## config.mk

```make
export PLATFORM = sky130hd
export DESIGN_NAME = rrl_exec
export DESIGN_NICKNAME = d
export VERILOG_FILES = /design/src/include/rrl_pkg.sv /design/src/verilog/rrl_exec.sv
export SDC_FILE = /design/constraint.sdc
export NUM_CORES = 1
export LEC_CHECK = 0
export ABC_AREA = 1
export BUFFER_PORTS_ARGS = -buffer_cell sky130_fd_sc_hd__buf_2
export CAP_MARGIN = 20
export CORE_UTILIZATION = 45
export DETAILED_ROUTE_END_ITERATION = 6
export GPL_ROUTABILITY_DRIVEN = 0
export PLACE_DENSITY = 0.81
export SKIP_LAST_GASP = 1
export SLEW_MARGIN = 20
export SYNTH_ARGS = -nofsm -noshare
export SYNTH_HDL_FRONTEND = slang
export SYNTH_SLANG_ARGS = --single-unit
```

## constraint.sdc

```tcl
create_clock -name clk -period 3.55 [get_ports clk]
set_input_delay 0.355 -clock clk [delete_from_list [all_inputs] [get_ports clk]]
set_output_delay 0.355 -clock clk [all_outputs]
set_load 0.01 [all_outputs]
```

## src/include/rrl_pkg.sv

```systemverilog
// Constants and carrier types for the return and rotate execution block.
package rrl_pkg;

    localparam int        RRL_DATA_W      = 8;
    localparam int          RRL_COUNTER_W     = 16;
    localparam logic [7:0]  RRL_OP_RETURN     = 8'h32;
    localparam logic [7:0]  RRL_OP_ROTATE     = 8'h23;
    localparam logic [7:0]  RRL_PTR_STEP      = 8'h01;
    localparam logic [7:0]  RRL_BYTE_RESET    = 8'h00;
    localparam logic [15:0] RRL_COUNTER_RESET = 16'h0000;

    typedef struct packed {
        logic                  rd;
        logic [RRL_DATA_W-1:0] addr;
    } rrl_stack_req_type;

    typedef struct packed {
        logic                     load;
        logic [RRL_COUNTER_W-1:0] value;
    } rrl_counter_load_type;

    typedef enum logic [1:0] {
        RRL_IDLE,
        RRL_RD_HI,
        RRL_RD_LO,
        RRL_FIN
    } rrl_state_type;

endpackage

```

## src/verilog/rrl_exec.sv

```systemverilog
// Execution unit for return-from-interrupt and rotate-accumulator-left.
`timescale 1ns/1ns
// What this block does
// RULE_01 - Pop high program counter byte, then low
// RULE_02 - Stack pointer ends two lower, stepwise
// RULE_03 - Release active priority level to interrupts
// RULE_04 - Only program counter and stack pointer change
// RULE_05 - Fetch resumes at the popped address
// RULE_06 - Pending equal/lower interrupt waits one instruction
// RULE_07 - Rotate accumulator left, bit 7 into 0
// RULE_08 - Rotate leaves all status flags unchanged
module rrl_exec
    import rrl_pkg::*;
(
    input  wire logic              clk,
    input  wire logic              rst,
    input  wire logic              op_valid,
    input  wire logic [7:0]        op_code,
    input  wire logic [7:0]        stack_pointer,
    input  wire logic [7:0]        acc_in,
    input  wire logic [7:0]        stack_rdata,
    input  wire logic              int_pending_le,
    input  wire logic              instr_done,
    output rrl_stack_req_type      stack_req_r,
    output rrl_counter_load_type   program_counter_r,
    output logic                   stack_pointer_wr_r,
    output logic [7:0]             stack_pointer_value_r,
    output logic                   acc_wr_r,
    output logic [7:0]             acc_value_r,
    output logic                   program_status_word_wr_r,
    output logic                   prio_release_r,
    output logic                   vector_hold_r,
    output logic                   busy_r,
    output logic                   done_r
);

    rrl_state_type state_r;
    logic [7:0]    ptr_work_r;
    logic [7:0]    hi_byte_r;
    logic          take_return;
    logic          take_rotate;

    assign take_return = op_valid && !busy_r && (op_code == RRL_OP_RETURN);
    assign take_rotate = op_valid && !busy_r && (op_code == RRL_OP_ROTATE);

    // Sequencer for the two stack reads; the stack RAM answers one cycle after rd.
    always_ff @(posedge clk) begin
        if (rst) begin
            state_r     <= RRL_IDLE;
            busy_r      <= 1'b0;
            stack_req_r <= '0;
            ptr_work_r  <= RRL_BYTE_RESET;
            hi_byte_r   <= RRL_BYTE_RESET;
        end else begin
            unique case (state_r)
                RRL_IDLE: begin
                    if (take_return) begin
                        state_r          <= RRL_RD_HI;
                        busy_r           <= 1'b1;
                        stack_req_r.rd   <= 1'b1; // RULE_01
                        stack_req_r.addr <= stack_pointer;
                        ptr_work_r       <= stack_pointer - RRL_PTR_STEP;
                    end
                end
                RRL_RD_HI: begin
                    state_r          <= RRL_RD_LO;
                    stack_req_r.rd   <= 1'b1; // RULE_01
                    stack_req_r.addr <= ptr_work_r;
                    ptr_work_r       <= ptr_work_r - RRL_PTR_STEP;
                end
                RRL_RD_LO: begin
                    state_r        <= RRL_FIN;
                    stack_req_r.rd <= 1'b0;
                    hi_byte_r      <= stack_rdata; // RULE_01
                end
                RRL_FIN: begin
                    state_r <= RRL_IDLE;
                    busy_r  <= 1'b0;
                end
            endcase
        end
    end

    // Stack pointer is written back once after each byte read.
    always_ff @(posedge clk) begin
        if (rst) begin
            stack_pointer_wr_r    <= 1'b0;
            stack_pointer_value_r <= RRL_BYTE_RESET;
        end else begin
            stack_pointer_wr_r <= (state_r == RRL_RD_HI) || (state_r == RRL_RD_LO); // RULE_02
            if ((state_r == RRL_RD_HI) || (state_r == RRL_RD_LO)) begin
                stack_pointer_value_r <= ptr_work_r; // RULE_02
            end
        end
    end

    // Program counter load, priority release and completion.
    always_ff @(posedge clk) begin
        if (rst) begin
            program_counter_r <= '{load: 1'b0, value: RRL_COUNTER_RESET};
            prio_release_r    <= 1'b0;
            done_r            <= 1'b0;
        end else begin
            program_counter_r.load <= (state_r == RRL_FIN); // RULE_05
            prio_release_r         <= (state_r == RRL_FIN); // RULE_03
            done_r                 <= (state_r == RRL_FIN) || take_rotate;
            if (state_r == RRL_FIN) begin
                program_counter_r.value <= {hi_byte_r, stack_rdata}; // RULE_01
            end
        end
    end

    // Holding off the vector until one more instruction completes; setting wins over clearing.
    always_ff @(posedge clk) begin
        if (rst) begin
            vector_hold_r <= 1'b0;
        end else if ((state_r == RRL_FIN) && int_pending_le) begin
            vector_hold_r <= 1'b1; // RULE_06
        end else if (instr_done) begin
            vector_hold_r <= 1'b0; // RULE_06
        end
    end

    // Accumulator path; the status word is never written by either instruction.
    always_ff @(posedge clk) begin
        if (rst) begin
            acc_wr_r    <= 1'b0;
            acc_value_r <= RRL_BYTE_RESET;
            program_status_word_wr_r <= 1'b0;
        end else begin
            acc_wr_r                 <= take_rotate;
            program_status_word_wr_r <= 1'b0; // RULE_04 RULE_08
            if (take_rotate) begin
                acc_value_r <= {acc_in[6:0], acc_in[7]}; // RULE_07
            end
        end
    end
endmodule // rrl_exec

```

==> results of run 1 <==
## metal layers
metal  vias up  part of all wire [%]  routed length, um
met3        12                   5.2                325
met5         -                     0                  0
met2        73                    43               2720
met1      1133                    50               3120
li1       1373                     -                  -
met4         0                   1.8                115
## cell type report
| type | instances | area (um2) |
|---|---|---|
| fill | 578 | 2540 |
| sequential | 65 | 1300 |
| multi-input combinational | 273 | 1250 |
| timing repair buffer | 85 | 428 |
| clock buffer | 12 | 155 |
| inverter | 34 | 128 |
| tap | 75 | 93.8 |
| clock inverter | 4 | 51.3 |
## worst register-to-register path, cell delays in order (launching register included)
cell and delay, ps:
dfxtp_1 370, inv_1 80, ha_1 340, inv_2 230, nand2_1 130, nand2_4 100, ha_1 210, nand2_1 90
o21ai_1 120, o21ai_1 80, nor2_1 110, nor2_1 60
## cell usage after synthesis
| cell | instances | share of area, % |
|---|---|---|
| nor2_1 | 116 | 16 |
| dfxtp_1 | 65 | 47 |
| nand2_1 | 56 | 7.5 |
| o21ai_0 | 46 | 8.3 |
| inv_1 | 32 | 4.3 |
| a21oi_1 | 12 | 2.2 |
| nand2_2 | 9 | 2.0 |
| o21ai_1 | 8 | 1.4 |
| clkbuf_1 | 7 | 0.94 |
| nand3_1 | 6 | 1.1 |
| ha_1 | 5 | 2.2 |
| buf_2 | 4 | 0.72 |
| buf_6 | 4 | 1.6 |
| nand2_4 | 4 | 1.6 |
| nor2_2 | 3 | 0.67 |
| buf_4 | 2 | 0.54 |
| nand3_2 | 2 | 0.72 |
| a32o_1 | 1 | 0.36 |
| clkinv_1 | 1 | 0.13 |
| conb_1 | 1 | 0.13 |
| inv_2 | 1 | 0.13 |
| nor2_4 | 1 | 0.40 |
| nor3_1 | 1 | 0.18 |
| o21bai_1 | 1 | 0.27 |
| xor2_1 | 1 | 0.31 |
## worst paths after layout
path	from	to	slack, ps	cells past startpoint
max reg2reg	state_r[1]	ptr_work_r[4]	1520	11
min	int_pending_le	vector_hold_r	240	2
max	state_r[1]	ptr_work_r[4]	1520	11
min reg2reg	stack_req_r[7]	stack_req_r[7]	480	2
## stage by stage
step | util [%] | area, um2
6_report | 57.3 | 3410
5_1_grt | 57.3 | 3410
4_1_cts | 57.3 | 3410
3_3_place_gp | 53.8 | 3210
3_5_place_dp | 53.8 | 3210
2_1_floorplan | - | 2790
## power breakdown
| group | switching (W) | internal [W] | leakage, nW |
|---|---|---|---|
| Combinational | 0.000551 | 0.000280 | 1.14 |
| Clock | 0.000283 | 0.000363 | 0.103 |
| Sequential | 0.0000716 | 0.000880 | 0.528 |
## registers in the layout, indices dropped and copies added, names as in the netlist
name and flops:
program_counter_r 16, stack_req_r 9, acc_value_r 8, hi_byte_r 8, ptr_work_r 8, stack_pointer_value_r 8, state_r 2, acc_wr_r 1
busy_r 1, done_r 1, prio_release_r 1, stack_pointer_wr_r 1, vector_hold_r 1
## cell families after synthesis
family	share of synthesized area (%)
AND/OR/NAND/NOR	29.8
AO/OA/AOI/OAI	12.5
flip-flops	46.6
buffers and inverters	8.39
adder cells (fa/ha/maj)	2.24
XOR/XNOR	0.314
other	0.134
==> flow_metrics.env, run 1 <==
export IMPL_status="completed"
export IMPL_antenna_found_initial=0
export IMPL_setup_ws_ps=1520
export IMPL_wirelength_mm=6.28
export IMPL_rsz0062_at_grt="no"
export IMPL_period_share_pct=57.1
export IMPL_syn_to_final_growth_pct=22.3
export IMPL_io_pins=86
export IMPL_fmax_ghz=0.494
export IMPL_clock_sinks=65
export IMPL_crit_type="reg -> reg"
export IMPL_clock_tree_root_cell="clkbuf_8"
export IMPL_p_total_w=0.00243
export IMPL_rows=28
export IMPL_met1_usage_pct=25.9
export IMPL_relSlewSlack_pct=42.0
export IMPL_final_cells=548
export IMPL_finClkSkew_ps=6.95
export IMPL_fin_nets=510
export IMPL_wl_per_cell_um=11.5
export IMPL_final_max_slew_viol_count=0
export IMPL_cts_tree="yes"
export IMPL_coreArea_mm2=0.00596
export IMPL_worst_setup_path_start_kind="flip-flop"
export IMPL_fin_tns_setup_ps=0
export IMPL_grt_start_max_net_pins=36
export IMPL_finalSetupViolCount=0
export IMPL_syn_area_per_cell_um2=7.17
export IMPL_cp_top_family="adder cells"
export IMPL_powerDensity_mw_per_mm2=712
export IMPL_antenna_left=0
export IMPL_slowest_stage="dfxtp_1"
export IMPL_ys_types=25
export IMPL_yosys_warnings=0
export IMPL_worst_path_max_fanout=13
export IMPL_cts_inserted_buffers=9
export IMPL_ys_seq_area_share_pct=46.6
export IMPL_clockBufferDepth=2
export IMPL_fin_crit_ps=2030
export IMPL_io_buffer_count=84
export IMPL_crit_buf_inv=2
export IMPL_postCtsHoldBufs=0
export IMPL_drive_gt1_share_pct=25.4
export IMPL_grt_use_total_pct=20.1
export IMPL_worst_slew_pin_slew_ps=869
export IMPL_critPathMaxStageDelay_ps=370
export IMPL_htreeDepth=3
export IMPL_worst_hold_path_type="in -> reg"
export IMPL_ys_seq_elements=65
export IMPL_route_detailed_vias_per_inst=4.73
export IMPL_start_util_pct=46.8
export IMPL_final_cell_mix="nor2_1 (116), buf_2 (84), dfxtp_1 (65), nand2_1 (56), o21ai_0 (46)"
export IMPL_hold_slack_ps=243
export IMPL_final_common_cell="nor2_1"
export IMPL_max_vdd_ir_drop_uv=338
export IMPL_use_met3_pct=4.38
export IMPL_diodes=0
export IMPL_grt_pass1_wl_mm=10.1
export IMPL_worstPathArrival_ps=2250
export IMPL_grt_overflow=0
export IMPL_cp_end_kind="flip-flop"
export IMPL_first_pass_iters=6
export IMPL_use_met2_pct=31.7
export IMPL_clkTransAtPathRegs_ps=70
export IMPL_cts_resized=0
export IMPL_netlist_instances=389
export IMPL_cap_violations=0
export IMPL_hold_violations=0
export IMPL_die_x_um=80.7
export IMPL_synth_nets=431
export IMPL_die_y_um=80.7
export IMPL_syn_area_mm2=0.00279
export IMPL_top_usage_layer="met2"
export IMPL_cp_required_ps=3770
export IMPL_drtIter0Drc=99
export IMPL_dieArea_mm2=0.00652
export IMPL_post_cts_setup_buffers=0
export IMPL_insertion_delay_ps=340
export IMPL_leakage_nw=1.77
export IMPL_cp_cell_sequence="inv_1 -> ha_1 -> inv_2 -> nand2_1 -> nand2_4 -> ha_1 -> nand2_1 -> o21ai_1 -> o21ai_1 -> nor2_1 -> nor2_1"
export IMPL_grt_pass1_vias=2360
export IMPL_route_detailed_drc=0
export IMPL_dpl_cell_count=532
export IMPL_pre_cts_slack_ps=1550
export IMPL_dpl_hpwl_mm=4.49
export IMPL_vias=2591
Note: power is estimated with default switching activity, not from simulation.
==> inputs of run 2 (changes only) <==
--- a/config.mk
+++ b/config.mk
@@ -11,7 +11,7 @@
 export CORE_UTILIZATION = 45
 export DETAILED_ROUTE_END_ITERATION = 6
 export GPL_ROUTABILITY_DRIVEN = 0
-export PLACE_DENSITY = 0.81
+export PLACE_DENSITY = 0.83
 export SKIP_LAST_GASP = 1
 export SLEW_MARGIN = 20
 export SYNTH_ARGS = -nofsm -noshare
==> constraint.sdc (replaced) <==
create_clock -name clk -period 1.8 [get_ports clk]
set_input_delay 0.18 -clock clk [delete_from_list [all_inputs] [get_ports clk]]
set_output_delay 0.18 -clock clk [all_outputs]
set_load 0.01 [all_outputs]
==> flow_metrics.env, run 2 (same netlist as run 1, synthesis figures left out) <==
export IMPL_route_detailed_vias_per_inst=4.74
export IMPL_crit_type="reg -> reg"
export IMPL_setup_ws_ps=77.0
export IMPL_die_x_um=80.7
export IMPL_worstSetupStartpoint="state_r[1]"
export IMPL_hold_violations=0
export IMPL_wl_per_cell_um=11.4
export IMPL_worstReg2RegStart="state_r[1]"
export IMPL_final_area_mm2=0.00348
export IMPL_cts_inserted_buffers=9
export IMPL_syn_to_final_growth_pct=24.6
export IMPL_drtIter0Drc=140
export IMPL_diodes=0
export IMPL_dpl_hpwl_mm=4.57
export IMPL_leakage_nw=1.80
export IMPL_period_share_pct=95.7
export IMPL_cp_cell_sequence="inv_1 -> ha_4 -> buf_4 -> nand2_1 -> nand2_2 -> ha_1 -> nand2_1 -> o21ai_1 -> o21ai_1 -> nor2_1 -> nor2_1"
export IMPL_max_vdd_ir_drop_uv=633
export IMPL_drive_gt1_share_pct=27.1
export IMPL_critPathMaxStageDelay_ps=330
export IMPL_fin_tns_setup_ps=0
export IMPL_cp_required_ps=2030
export IMPL_io_buffer_count=84
export IMPL_cap_violations=0
export IMPL_vias=2630
export IMPL_coreArea_mm2=0.00596
export IMPL_route_detailed_drc=0
export IMPL_antenna_found_initial=0
export IMPL_start_util_pct=46.8
export IMPL_hold_slack_ps=56.0
export IMPL_grt_pass1_wl_mm=10.4
export IMPL_finClkSkew_ps=8.40
export IMPL_rows=28
export IMPL_die_y_um=80.7
export IMPL_cts_tree="yes"
export IMPL_worst_path_max_fanout=8
export IMPL_fill_cells=574
export IMPL_final_cell_mix="nor2_1 (116), buf_2 (84), dfxtp_1 (63), nand2_1 (56), o21ai_0 (46)"
export IMPL_reg_top3="program_counter_r (16), stack_req_r (9)"
export IMPL_htreeDepth=3
export IMPL_dpl_cell_area_mm2=0.00325
export IMPL_dieArea_mm2=0.00652
export IMPL_reg2reg_slack_ps=80
export IMPL_multi_input_area_mm2=0.00127
export IMPL_first_pass_iters=7
export IMPL_clock_tree_root_cell="clkbuf_8"
export IMPL_slowest_stage="dfxtp_2"
export IMPL_grt_use_total_pct=20.8
export IMPL_r2r_end="ptr_work_r[4]"
export IMPL_utilization_pct=58.4
export IMPL_reg2regPathDepth=11
export IMPL_pre_cts_slack_ps=-38.8
export IMPL_cp_end_kind="flip-flop"
export IMPL_wirelength_mm=6.35
export IMPL_grt_start_max_net_pins=41
export IMPL_final_common_cell="nor2_1"
export IMPL_worst_setup_path_start_kind="flip-flop"
export IMPL_status="completed"
export IMPL_fin_crit_ps=1720
export IMPL_io_pins=86
export IMPL_clockBufferDepth=2
export IMPL_fin_nets=517
export IMPL_rsz0062_at_grt="yes"
export IMPL_clkTransAtPathRegs_ps=70
export IMPL_finalSetupViolCount=0
export IMPL_powerDensity_mw_per_mm2=1380
export IMPL_worst_hold_path_type="in -> reg"
export IMPL_fmax_ghz=0.580
export IMPL_grt_pass1_vias=2384
export IMPL_regArea_mm2=0.00130
export IMPL_largest_reg_flops=16
export IMPL_setup_worst_path_end="ptr_work_r[4]"
export IMPL_worstPathArrival_ps=1950
export IMPL_insertion_delay_ps=340
export IMPL_top_register="program_counter_r"
export IMPL_grt_overflow=0
export IMPL_clock_sinks=65
export IMPL_antenna_left=0
export IMPL_final_max_slew_viol_count=0
==> run 2: changes by cell type in the layout (fill, tap and decap cells not counted) <==
cell / before / now
buf_4: 1 / 8
clkbuf_8: 11 / 9
dfxtp_1: 65 / 63
dfxtp_2: 0 / 2
clkinvlp_4: 1 / 2
ha_1: 5 / 4
ha_4: 0 / 1
inv_2: 1 / 0
inv_4: 0 / 1
inv_6: 0 / 1
nand2_2: 9 / 8
nand2_4: 4 / 5
==> run 2: where the power goes <==
| part | leakage [nW] | switching (W) | internal (W) |
|---|---|---|---|
| logic | 1.18 | 0.00110 | 0.000616 |
| registers | 0.529 | 0.000141 | 0.00174 |
| clock network | 0.0929 | 0.000562 | 0.000644 |
==> run 2: worst min-delay path by stage <==
stage	from	to	slack (ps)	cells after the start
final	int_pending_le	vector_hold_r	60	2
after global routing	int_pending_le	vector_hold_r	70	2
after CTS	int_pending_le	vector_hold_r	40	2
after detailed placement	int_pending_le	vector_hold_r	400	2
after global placement	int_pending_le	vector_hold_r	390	2
after floorplan	rst	done_r	250	1
==> run 2: through the flow <==
stage | cells | power (W)
2_1_floorplan | 389 | 0.00312
3_3_place_gp | 538 | 0.00352
3_5_place_dp | 538 | 0.00357
4_1_cts | 554 | 0.00480
5_1_grt | 555 | 0.00518
6_report | 555 | 0.00480
==> run 2: layout make-up <==
| cell class | count | share of cell area, % |
|---|---|---|
| multi-input cells | 273 | 36.6 |
| repair buffers | 92 | 13.8 |
| flip-flops and latches | 65 | 37.5 |
| clock buffers | 10 | 3.67 |
| inverters | 34 | 3.74 |
| well taps | 75 | 2.70 |
| clock inverters | 6 | 1.94 |
==> run 2: per-layer routing <==
layer / routed length [um] / track usage [%]
met1: 2960 / 24.7
met2: 2900 / 34.4
met3: 332 / 4.83
met4: 159 / 12.1
met5: 0 / 0
==> run 2: worst max-delay path: cells and delay by family (launching register included) <==
family                   cells  cell delay, ps
flip-flops                   1             330
buffers and inverters        2             260
AO/OA/AOI/OAI                2             240
adder cells (fa/ha/maj)      2             390
AND/OR/NAND/NOR              5             410
==> run 2: what timing repair did <==
item	CTS	global route
setup endpoints to repair	2	3
gates resized for setup	2	4
buffers inserted	0	1
hold buffers	0	0
